[config.mk]
export PLATFORM = sky130hd
export DESIGN_NAME = channel_input_range_regs
export DESIGN_NICKNAME = d
export VERILOG_FILES = /design/src/core/span_pkg.sv /design/src/core/span_decoder.sv /design/src/core/channel_input_range_regs.sv
export SDC_FILE = /design/constraint.sdc
export NUM_CORES = 1
export LEC_CHECK = 0
export ABC_AREA = 1
export BUFFER_PORTS_ARGS = -buffer_cell sky130_fd_sc_hd__buf_2
export CAP_MARGIN = 20
export CORE_MARGIN = 3
export CORE_UTILIZATION = 45
export CTS_CLUSTER_DIAMETER = 120
export DETAILED_ROUTE_END_ITERATION = 10
export GPL_ROUTABILITY_DRIVEN = 0
export PLACE_DENSITY_LB_ADDON = 0.2
export SYNTH_ARGS = -nofsm -noshare
export SYNTH_HDL_FRONTEND = slang
export SYNTH_SLANG_ARGS = --single-unit
[constraint.sdc]
create_clock -name clk -period 3.18 [get_ports clk]
set_input_delay 0.159 -clock clk [delete_from_list [all_inputs] [get_ports clk]]
set_output_delay 0.159 -clock clk [all_outputs]
set_load 0.01 [all_outputs]
[src/core/span_pkg.sv]
// Purpose: Shared constants and types for the channel input span register bank.
// Assumes: Byte-wide registers, each on one aligned 32-bit APB word.
// Notes:   Register indices are multiplied by four to form byte addresses.
package span_pkg;

    localparam int        DATA_W        = 32;
    localparam int        REG_W         = 8;
    localparam int        CODE_W        = 4;
    localparam int        MV_W          = 16;
    localparam int        PAIR_COUNT    = 3;
    localparam int        CHAN_COUNT    = 6;
    localparam int        HI_LSB        = 4;
    localparam int        WORD_SHIFT    = 2;

    // Register indices; the byte address is four times the index.
    localparam logic [7:0] IDX_PAIR_B   = 8'h04;
    localparam logic [7:0] IDX_PAIR_C   = 8'h05;
    localparam logic [7:0] IDX_PAIR_D   = 8'h06;
    localparam logic [7:0] PAIR_RESET   = 8'h33;
    localparam logic [3:0] CODE_RESET   = 4'h3;

    // Span code boundaries.
    localparam logic [3:0] CODE_BI_2V5  = 4'h0;
    localparam logic [3:0] CODE_BI_5V   = 4'h1;
    localparam logic [3:0] CODE_BI_6V25 = 4'h2;
    localparam logic [3:0] CODE_BI_10V  = 4'h3;
    localparam logic [3:0] CODE_BI_12V5 = 4'h4;
    localparam logic [3:0] CODE_UNI_5V  = 4'h5;
    localparam logic [3:0] CODE_UNI_10V = 4'h6;
    localparam logic [3:0] CODE_UNI_12V5 = 4'h7;
    localparam logic [3:0] CODE_DI_5V   = 4'h8;
    localparam logic [3:0] CODE_DI_10V  = 4'h9;
    localparam logic [3:0] CODE_DI_12V5 = 4'ha;
    localparam logic [3:0] CODE_DI_20V  = 4'hb;

    // Full-scale magnitudes in millivolts.
    localparam logic [15:0] MV_2500     = 16'h09c4;
    localparam logic [15:0] MV_5000     = 16'h1388;
    localparam logic [15:0] MV_6250     = 16'h186a;
    localparam logic [15:0] MV_10000    = 16'h2710;
    localparam logic [15:0] MV_12500    = 16'h30d4;
    localparam logic [15:0] MV_20000    = 16'h4e20;
    localparam logic [15:0] MV_NONE     = 16'h0000;

    typedef enum logic [1:0] {
        KIND_BIPOLAR,
        KIND_UNIPOLAR,
        KIND_DIFFERENTIAL,
        KIND_UNDEFINED
    } span_kind_type;

endpackage

[src/core/span_decoder.sv]
// Purpose: Turns one channel's 4-bit span code into a registered span kind and full scale.
// Assumes: Code comes from a register on the same clock.
// Notes:   Outputs lag the code by one clock edge.
`timescale 1ns/1ns
module span_decoder
    import span_pkg::*;
(
    input  wire logic              clk,
    input  wire logic              sys_rst,
    input  wire logic [CODE_W-1:0] code,
    output span_kind_type          kind,
    output logic      [MV_W-1:0]   full_mv
);

    span_kind_type        next_kind;
    logic     [MV_W-1:0]  next_mv;

    always_comb begin
        next_kind = KIND_UNDEFINED;
        next_mv   = MV_NONE;
        case (code)
            CODE_BI_2V5:   begin next_kind = KIND_BIPOLAR;      next_mv = MV_2500;  end
            CODE_BI_5V:    begin next_kind = KIND_BIPOLAR;      next_mv = MV_5000;  end
            CODE_BI_6V25:  begin next_kind = KIND_BIPOLAR;      next_mv = MV_6250;  end
            CODE_BI_10V:   begin next_kind = KIND_BIPOLAR;      next_mv = MV_10000; end
            CODE_BI_12V5:  begin next_kind = KIND_BIPOLAR;      next_mv = MV_12500; end
            CODE_UNI_5V:   begin next_kind = KIND_UNIPOLAR;     next_mv = MV_5000;  end
            CODE_UNI_10V:  begin next_kind = KIND_UNIPOLAR;     next_mv = MV_10000; end
            CODE_UNI_12V5: begin next_kind = KIND_UNIPOLAR;     next_mv = MV_12500; end
            CODE_DI_5V:    begin next_kind = KIND_DIFFERENTIAL; next_mv = MV_5000;  end
            CODE_DI_10V:   begin next_kind = KIND_DIFFERENTIAL; next_mv = MV_10000; end
            CODE_DI_12V5:  begin next_kind = KIND_DIFFERENTIAL; next_mv = MV_12500; end
            CODE_DI_20V:   begin next_kind = KIND_DIFFERENTIAL; next_mv = MV_20000; end
            // Undefined codes are flagged, never guessed.
            default:       begin next_kind = KIND_UNDEFINED;    next_mv = MV_NONE;  end
        endcase
    end

    // Reset matches the register reset code so the channel never sees a false span.
    always_ff @(posedge clk or posedge sys_rst) begin
        if (sys_rst) begin
            kind    <= KIND_BIPOLAR;
            full_mv <= MV_10000;
        end else begin
            kind    <= next_kind;
            full_mv <= next_mv;
        end
    end

    a_bipolar_order: assert property (@(posedge clk) disable iff (sys_rst)
        (code == CODE_BI_2V5 |=> kind == KIND_BIPOLAR && full_mv == MV_2500)
        and (code == CODE_BI_12V5 |=> kind == KIND_BIPOLAR && full_mv == MV_12500))
        else $error("Bipolar span order wrong.");
    a_unipolar_span: assert property (@(posedge clk) disable iff (sys_rst)
        code inside {[CODE_UNI_5V:CODE_UNI_12V5]} |=> kind == KIND_UNIPOLAR && full_mv >= MV_5000)
        else $error("Unipolar code not decoded as unipolar.");
    a_diff_span_top: assert property (@(posedge clk) disable iff (sys_rst)
        code inside {[CODE_DI_5V:CODE_DI_20V]} |=> kind == KIND_DIFFERENTIAL
            && (full_mv == MV_20000) == ($past(code) == CODE_DI_20V))
        else $error("Differential span decode wrong.");

endmodule

[src/core/channel_input_range_regs.sv]
// Purpose: APB register bank holding span codes for channels three to eight, with decoded spans.
// Assumes: Single clock, APB master on the same clock, zero wait states.
// Notes:   Unmapped or misaligned addresses answer with pslverr and read as zero.
`timescale 1ns/1ns
module channel_input_range_regs
    import span_pkg::*;
#(
    parameter int ADDR_W = 8
)
(
    input  wire logic                         clk,
    input  wire logic                         sys_rst,
    input  wire logic                         psel,
    input  wire logic                         penable,
    input  wire logic                         pwrite,
    input  wire logic [ADDR_W-1:0]            paddr,
    input  wire logic [DATA_W-1:0]            pwdata,
    input  wire logic [3:0]                   pstrb,
    output logic      [DATA_W-1:0]            prdata,
    output logic                              pready,
    output logic                              pslverr,
    output logic      [CODE_W-1:0]            third_channel_span_code,
    output logic      [CODE_W-1:0]            fourth_channel_span_code,
    output logic      [CODE_W-1:0]            fifth_channel_span_code,
    output logic      [CODE_W-1:0]            sixth_channel_span_code,
    output logic      [CODE_W-1:0]            seventh_channel_span_code,
    output logic      [CODE_W-1:0]            eighth_channel_span_code,
    output span_kind_type [CHAN_COUNT-1:0]    span_kind,
    output logic      [CHAN_COUNT-1:0][MV_W-1:0] span_full_mv
);

    // The highest byte address must fit in the address bus.
    if (ADDR_W < 5) begin : g_addr_check
        $error("ADDR_W too small to reach the span registers.");
    end

    // Slot number of a byte address; PAIR_COUNT means no register there.
    function automatic logic [1:0] slot_of(input logic [ADDR_W-1:0] addr);
        logic [ADDR_W-1:0] idx;
        idx = addr >> WORD_SHIFT;
        if (addr[1:0] != 2'h0) begin
            slot_of = 2'(PAIR_COUNT);
        end else if (idx == ADDR_W'(IDX_PAIR_B)) begin
            slot_of = 2'h0;
        end else if (idx == ADDR_W'(IDX_PAIR_C)) begin
            slot_of = 2'h1;
        end else if (idx == ADDR_W'(IDX_PAIR_D)) begin
            slot_of = 2'h2;
        end else begin
            slot_of = 2'(PAIR_COUNT);
        end
    endfunction

    logic [REG_W-1:0] pair_reg [PAIR_COUNT];

    wire       setup_phase  = psel && !penable;
    wire       access_phase = psel && penable;
    wire [1:0] hit_slot     = slot_of(paddr);
    wire       hit_valid    = hit_slot != 2'(PAIR_COUNT);
    // Only byte lane 0 carries register data; other lanes are ignored.
    wire       write_take   = access_phase && pwrite && hit_valid && pstrb[0];
    wire [REG_W-1:0] read_byte = hit_valid ? pair_reg[hit_slot] : '0;

    // No wait states, so the access phase always completes in one cycle.
    assign pready = 1'b1;

    // Read data and error are captured at the setup edge, ready for the access phase.
    always_ff @(posedge clk or posedge sys_rst) begin
        if (sys_rst) begin
            prdata  <= '0;
            pslverr <= 1'b0;
        end else if (setup_phase) begin
            prdata  <= (!pwrite) ? {{(DATA_W-REG_W){1'b0}}, read_byte} : '0;
            pslverr <= !hit_valid;
        end
    end

    for (genvar s = 0; s < PAIR_COUNT; s++) begin : g_pair
        // Reset to 0x33, write on the access edge.
        always_ff @(posedge clk or posedge sys_rst) begin
            if (sys_rst) begin
                pair_reg[s] <= PAIR_RESET;
            end else if (write_take && hit_slot == 2'(s)) begin
                pair_reg[s] <= pwdata[REG_W-1:0];
            end
        end
    end

    // Channel three low nibble, channel four high.
    assign third_channel_span_code   = pair_reg[0][HI_LSB-1:0];
    assign fourth_channel_span_code  = pair_reg[0][REG_W-1:HI_LSB];
    // Channel five low nibble, channel six high.
    assign fifth_channel_span_code   = pair_reg[1][HI_LSB-1:0];
    assign sixth_channel_span_code   = pair_reg[1][REG_W-1:HI_LSB];
    // Channel seven low nibble, channel eight high.
    assign seventh_channel_span_code = pair_reg[2][HI_LSB-1:0];
    assign eighth_channel_span_code  = pair_reg[2][REG_W-1:HI_LSB];

    wire [CODE_W-1:0] chan_code [CHAN_COUNT];
    assign chan_code[0] = third_channel_span_code;
    assign chan_code[1] = fourth_channel_span_code;
    assign chan_code[2] = fifth_channel_span_code;
    assign chan_code[3] = sixth_channel_span_code;
    assign chan_code[4] = seventh_channel_span_code;
    assign chan_code[5] = eighth_channel_span_code;

    for (genvar c = 0; c < CHAN_COUNT; c++) begin : g_decode
        // Each channel decodes its own field.
        span_decoder u_decoder (
            .clk     (clk),
            .sys_rst (sys_rst),
            .code    (chan_code[c]),
            .kind    (span_kind[c]),
            .full_mv (span_full_mv[c])
        );
    end

    a_write_pair_c: assert property (@(posedge clk) disable iff (sys_rst)
        write_take && paddr == ADDR_W'(IDX_PAIR_C) << WORD_SHIFT
        |=> sixth_channel_span_code == $past(pwdata[7:4]) && fifth_channel_span_code == $past(pwdata[3:0]))
        else $error("Pair C write not stored in its nibbles.");
    a_write_pair_d: assert property (@(posedge clk) disable iff (sys_rst)
        write_take && paddr == ADDR_W'(IDX_PAIR_D) << WORD_SHIFT
        |=> eighth_channel_span_code == $past(pwdata[7:4]) && seventh_channel_span_code == $past(pwdata[3:0]))
        else $error("Pair D write not stored in its nibbles.");
    a_write_pair_b: assert property (@(posedge clk) disable iff (sys_rst)
        write_take && paddr == ADDR_W'(IDX_PAIR_B) << WORD_SHIFT
        |=> fourth_channel_span_code == $past(pwdata[7:4]) && third_channel_span_code == $past(pwdata[3:0]))
        else $error("Pair B write not stored in its nibbles.");
    a_reset_codes: assert property (@(posedge clk)
        $fell(sys_rst) |-> pair_reg[0] == PAIR_RESET && pair_reg[1] == PAIR_RESET && pair_reg[2] == PAIR_RESET
            && span_kind[0] == KIND_BIPOLAR && span_full_mv[5] == MV_10000)
        else $error("Span registers not at reset value after reset.");
    a_read_back: assert property (@(posedge clk) disable iff (sys_rst)
        setup_phase && !pwrite && paddr == ADDR_W'(IDX_PAIR_C) << WORD_SHIFT
        |=> prdata == {24'h000000, sixth_channel_span_code, fifth_channel_span_code} && !pslverr)
        else $error("Read of pair C returned wrong data.");
    a_unmapped_err: assert property (@(posedge clk) disable iff (sys_rst)
        setup_phase && !hit_valid |=> pslverr && prdata == '0 && $stable(pair_reg[2]) ##1 $stable(pair_reg[2]))
        else $error("Unmapped access not refused.");
    a_decode_follow: assert property (@(posedge clk) disable iff (sys_rst)
        $past(write_take) && $past(hit_slot) == 2'h0 && $past(pwdata[3:0]) == CODE_BI_2V5
        |=> span_kind[0] == KIND_BIPOLAR && span_full_mv[0] == MV_2500)
        else $error("Channel three span not decoded two edges after write.");
    a_undef_flag: assert property (@(posedge clk) disable iff (sys_rst)
        eighth_channel_span_code > CODE_DI_20V |=> span_kind[5] == KIND_UNDEFINED && span_full_mv[5] == MV_NONE)
        else $error("Undefined code not flagged.");

    a_ready_high: assert property (@(posedge clk) disable iff (sys_rst)
        access_phase |-> pready)
        else $error("Access phase not answered at once.");
    a_read_pair_b: assert property (@(posedge clk) disable iff (sys_rst)
        setup_phase && !pwrite && paddr == ADDR_W'(IDX_PAIR_B) << WORD_SHIFT
        |=> prdata == {24'h000000, fourth_channel_span_code, third_channel_span_code} && !pslverr)
        else $error("Read of pair B returned wrong data.");
    a_read_pair_d: assert property (@(posedge clk) disable iff (sys_rst)
        setup_phase && !pwrite && paddr == ADDR_W'(IDX_PAIR_D) << WORD_SHIFT
        |=> prdata == {24'h000000, eighth_channel_span_code, seventh_channel_span_code} && !pslverr)
        else $error("Read of pair D returned wrong data.");
    a_strobe_guard: assert property (@(posedge clk) disable iff (sys_rst)
        access_phase && pwrite && !pstrb[0]
        |=> $stable(pair_reg[0]) && $stable(pair_reg[1]) && $stable(pair_reg[2]))
        else $error("Write without strobe changed a register.");
    a_hold_no_write: assert property (@(posedge clk) disable iff (sys_rst)
        !write_take |=> $stable(pair_reg[0]) && $stable(pair_reg[1]) && $stable(pair_reg[2]))
        else $error("Register changed without a write.");
    a_write_only_c: assert property (@(posedge clk) disable iff (sys_rst)
        write_take && hit_slot == 2'h1 |=> $stable(pair_reg[0]) && $stable(pair_reg[2]))
        else $error("Pair C write disturbed another register.");
    a_write_only_d: assert property (@(posedge clk) disable iff (sys_rst)
        write_take && hit_slot == 2'h2 |=> $stable(pair_reg[0]) && $stable(pair_reg[1]))
        else $error("Pair D write disturbed another register.");
    a_write_only_b: assert property (@(posedge clk) disable iff (sys_rst)
        write_take && hit_slot == 2'h0 |=> $stable(pair_reg[1]) && $stable(pair_reg[2]))
        else $error("Pair B write disturbed another register.");

    a_write_rdata_zero: assert property (@(posedge clk) disable iff (sys_rst)
        setup_phase && pwrite |=> prdata == '0)
        else $error("Write returned nonzero read data.");
    a_mapped_okay: assert property (@(posedge clk) disable iff (sys_rst)
        setup_phase && hit_valid |=> !pslverr)
        else $error("Mapped access answered with an error.");
    a_err_read_zero: assert property (@(posedge clk) disable iff (sys_rst)
        setup_phase && !pwrite && !hit_valid |=> prdata == '0 && pslverr)
        else $error("Unmapped read returned data.");
    a_upper_zero: assert property (@(posedge clk) disable iff (sys_rst)
        prdata[DATA_W-1:REG_W] == '0)
        else $error("Read data upper bytes not zero.");
    a_answer_hold: assert property (@(posedge clk) disable iff (sys_rst)
        !setup_phase |=> $stable(prdata) && $stable(pslverr))
        else $error("Read answer changed outside a setup cycle.");
    a_code_reset: assert property (@(posedge clk)
        $fell(sys_rst) |-> third_channel_span_code == CODE_RESET && eighth_channel_span_code == CODE_RESET)
        else $error("Span code not at reset value after reset.");

    a_kind_scale_pair: assert property (@(posedge clk) disable iff (sys_rst)
        (span_kind[0] == KIND_UNDEFINED) == (span_full_mv[0] == MV_NONE))
        else $error("Span kind and full scale disagree.");
    a_decode_ch4_bi: assert property (@(posedge clk) disable iff (sys_rst)
        fourth_channel_span_code == CODE_BI_6V25 |=> span_kind[1] == KIND_BIPOLAR && span_full_mv[1] == MV_6250)
        else $error("Channel four bipolar span wrong.");
    a_decode_ch6_uni: assert property (@(posedge clk) disable iff (sys_rst)
        sixth_channel_span_code == CODE_UNI_12V5 |=> span_kind[3] == KIND_UNIPOLAR && span_full_mv[3] == MV_12500)
        else $error("Channel six unipolar span wrong.");
    a_decode_ch8_di: assert property (@(posedge clk) disable iff (sys_rst)
        eighth_channel_span_code == CODE_DI_20V |=> span_kind[5] == KIND_DIFFERENTIAL && span_full_mv[5] == MV_20000)
        else $error("Channel eight differential span wrong.");
    a_decode_ch7_uni: assert property (@(posedge clk) disable iff (sys_rst)
        seventh_channel_span_code == CODE_UNI_5V |=> span_kind[4] == KIND_UNIPOLAR && span_full_mv[4] == MV_5000)
        else $error("Channel seven unipolar span wrong.");

    c_write_c: cover property (@(posedge clk) write_take && hit_slot == 2'h1);
    c_read_d: cover property (@(posedge clk) setup_phase && !pwrite && hit_slot == 2'h2 ##1 access_phase);
    c_unmapped: cover property (@(posedge clk) access_phase && pslverr);
    c_diff_span: cover property (@(posedge clk) span_kind[2] == KIND_DIFFERENTIAL);
    c_uni_span: cover property (@(posedge clk) span_kind[3] == KIND_UNIPOLAR);

endmodule

==> flow_summary.yaml <==
run_status:
  status: "finished, final reports clean"
clocking:
  htreeDepth: 4
  ctsResizeCount: 0
  clk_path_buf_depth: 2
  cts-root-buf: "clkbuf_16"
  cts_tree: "yes"
  path_clk_slew_ps: 50
  clk_latency_ps: 410
  cts_setup_buffers: 0
  cts_hold_buf: 1
  cts.sinks: 123
  numCtsBuffers: 17
detailed_routing:
  drc: 0
  wl_per_cell_um: 13.8
  wl_mm: 13.5
  postRouteAntennaNets: 0
  drt_iter0_drc: 418
  viasPerCell: 4.81
  num_vias: 4686
  dr.pass1.iters: 5
floorplan:
  die_h_um: 121
  die_w_um: 121
  start_util_pct: 46.6
  placeableCoreArea_um2: 12800
  ios: 215
  dieArea_um2: 14700
  num_rows: 41
layout:
  final_common_cell: "buf_2"
  fin_area_um2: 7280
  nNetsFinal: 869
  n_antenna_cell: 0
  syn_to_final_growth_pct: 22.2
  instances_no_fill: 975
  drive_gt1_share_pct: 33.5
  mostFrequentLayoutCells: "buf_2 (150), nand2_1 (118), dfrtp_1 (87)"
  final_core_utilization_pct: 57.0
  nFillCells: 1140
sta:
  finalMaxSlewViolations: 0
  fin_hold_ws_ps: 58.1
  post-route-period-util_pct: 51.9
  max_clock_freq_mhz: 605
  tns_ps: 0
  finalSetupViolations: 0
  hold_viol_final: 0
  worst_pin_slew_ps: 929
  finClkSkew_ps: 8.47
  rsz0062_at_grt: "false"
  finalWorstSetupSlack_ps: 1530
  slew_headroom_pct: 37.9
  layout_min_cycle_time_ps: 1650
worst_setup_path:
  arrival_ps: 1990
  critPathRequiredTime_ps: 3520
  crit_buf_inv: 1
  endpoint_kind: "register"
  crit_slowest_cell: "dfstp_2"
  slowest_delay_ps: 600
  path_class: "register to register"
  cp_top_family: "flip-flops"
  crit_fanout: 7
  path_cells: "inv_1 > ha_1 > a21oi_1 > o21ai_0 > nand2_1"
  worst_setup_path_start_kind: "register"
min_path:
  hp-class: "input port to register"
placement:
  dp_cells: 942
  hpwl_mm: 9.96
  place_area_um2: 6650
  io_buffers: 150
  place_ws_ps: 1560
logic_synthesis:
  yosys.area.top_type_share_pct: 36.5
  synth.avg_cell_area_um2: 9.18
  synth_cell_types: 31
  yosysTopAreaCell: "dfrtp_1"
  netlist_instances: 649
  synth-seq-cells: 123
  yosysSeqAreaShare_pct: 52.4
  ys_warn_count: 0
  synth_area_um2: 5960
  synth_area_leaders: "dfrtp_1 (37%), dfstp_2 (16%), nand2_1 (7.4%)"
global_routing:
  gr-total-overflow: 0
  grt_max_degree: 52
  antenna_found_initial: 0
  track_usage_pct: 19.0
  grt_pass1_vias: 4386
  grt_pass1_wl_mm: 21.5
power:
  leakagePower_nw: 3.72
  finalPower_mw: 3.75
  ir_drop_mv: 0.215
  p_per_area_nw_per_um2: 516
job:
  cap_violations: 0
[power breakdown]
part,leakage (nW),internal (mW),switching [mW],total [mW]
logic,1.96,0.0508,0.128,0.179
clock network,0.294,1.31,0.654,1.97
registers,1.46,1.60,0.0131,1.61
total,3.72,2.96,0.795,3.75
[Yosys cell counts]
| cell | number |
|---|---|
| a22oi_1 | 1 |
| conb_1 | 2 |
| nor2_8 | 2 |
| nand4_1 | 1 |
| buf_4 | 43 |
| nand3_4 | 3 |
| nor2_1 | 79 |
| o21ai_2 | 16 |
| buf_2 | 1 |
| o21ai_0 | 25 |
| o21ai_1 | 38 |
| a21oi_2 | 1 |
| nand2_4 | 3 |
| a21oi_1 | 20 |
| inv_2 | 19 |
| nor2_4 | 3 |
| o22ai_1 | 10 |
| buf_1 | 1 |
| dfstp_2 | 36 |
| o211ai_1 | 2 |
| buf_6 | 4 |
| nand2_1 | 118 |
| dfrtp_1 | 87 |
| clkbuf_1 | 17 |
| o21a_1 | 1 |
| a31oi_1 | 5 |
| inv_1 | 52 |
| nand3_1 | 25 |
| or2_1 | 2 |
| ha_1 | 30 |
| nand2_2 | 2 |
[routing by layer]
layer / up-vias / wire (um) / global-route usage (%) / share of wire (%)
met5: - / 0 / 0 / 0
met4: 0 / 323 / 8.99 / 2.4
met3: 26 / 871 / 4.24 / 6.5
met2: 185 / 6590 / 31.1 / 49
met1: 2213 / 5680 / 23.8 / 42
li1: 2262 / - / - / -
[worst register-to-register path, stage by stage (launching register included)]
cell	delay [ps]
dfstp_2	600
inv_1	120
ha_1	330
a21oi_1	300
o21ai_0	150
nand2_1	80
[final timing paths]
check | end | cells past startpoint | slack (ps) | from
worst max register to register | g_decode[4].u_decoder.full_mv[2]$_DFF_PP0_ | 5 | 1530 | seventh_channel_span_code[0]$_DFFE_PP1P_
worst min register to register | prdata[2]$_DFFE_PP0P_ | 2 | 490 | prdata[2]$_DFFE_PP0P_
max in group asynchronous | g_decode[2].u_decoder.full_mv[9]$_DFF_PP1_ | 4 | 1800 | sys_rst
worst max-delay path | g_decode[4].u_decoder.full_mv[2]$_DFF_PP0_ | 5 | 1530 | seventh_channel_span_code[0]$_DFFE_PP1P_
min in group asynchronous | g_decode[1].u_decoder.kind[1]$_DFF_PP0_ | 3 | 500 | sys_rst
worst min-delay path | sixth_channel_span_code[1]$_DFFE_PP1P_ | 3 | 60 | pwdata[5]
[flip-flops by register name, summed over array words and instances (netlist names)]
signal,count
g_decode.u_decoder.full_mv,78
g_decode.u_decoder.kind,12
prdata,8
eighth_channel_span_code,4
fifth_channel_span_code,4
fourth_channel_span_code,4
seventh_channel_span_code,4
sixth_channel_span_code,4
third_channel_span_code,4
pslverr,1
[cell families after synthesis]
group / Yosys count / synth area share, %
AO/OA/AOI/OAI: 119 / 11.6
other: 2 / 0.126
adder cells (fa/ha/maj): 30 / 6.30
flip-flops: 123 / 52.4
AND/OR/NAND/NOR: 238 / 17.7
buffers and inverters: 137 / 11.9
[cell type report]
cell class              instances  area (um2)  area share [%]
repair buffers                153         788            10.8
well taps                     172         215            2.96
inverters                      71         270            3.71
clock buffers                  22         484            6.65
multi-input cells             424        2260            31.0
clock inverters                10         139            1.91
flip-flops and latches        123        3120            42.9
(Power assumes the default switching activity.)
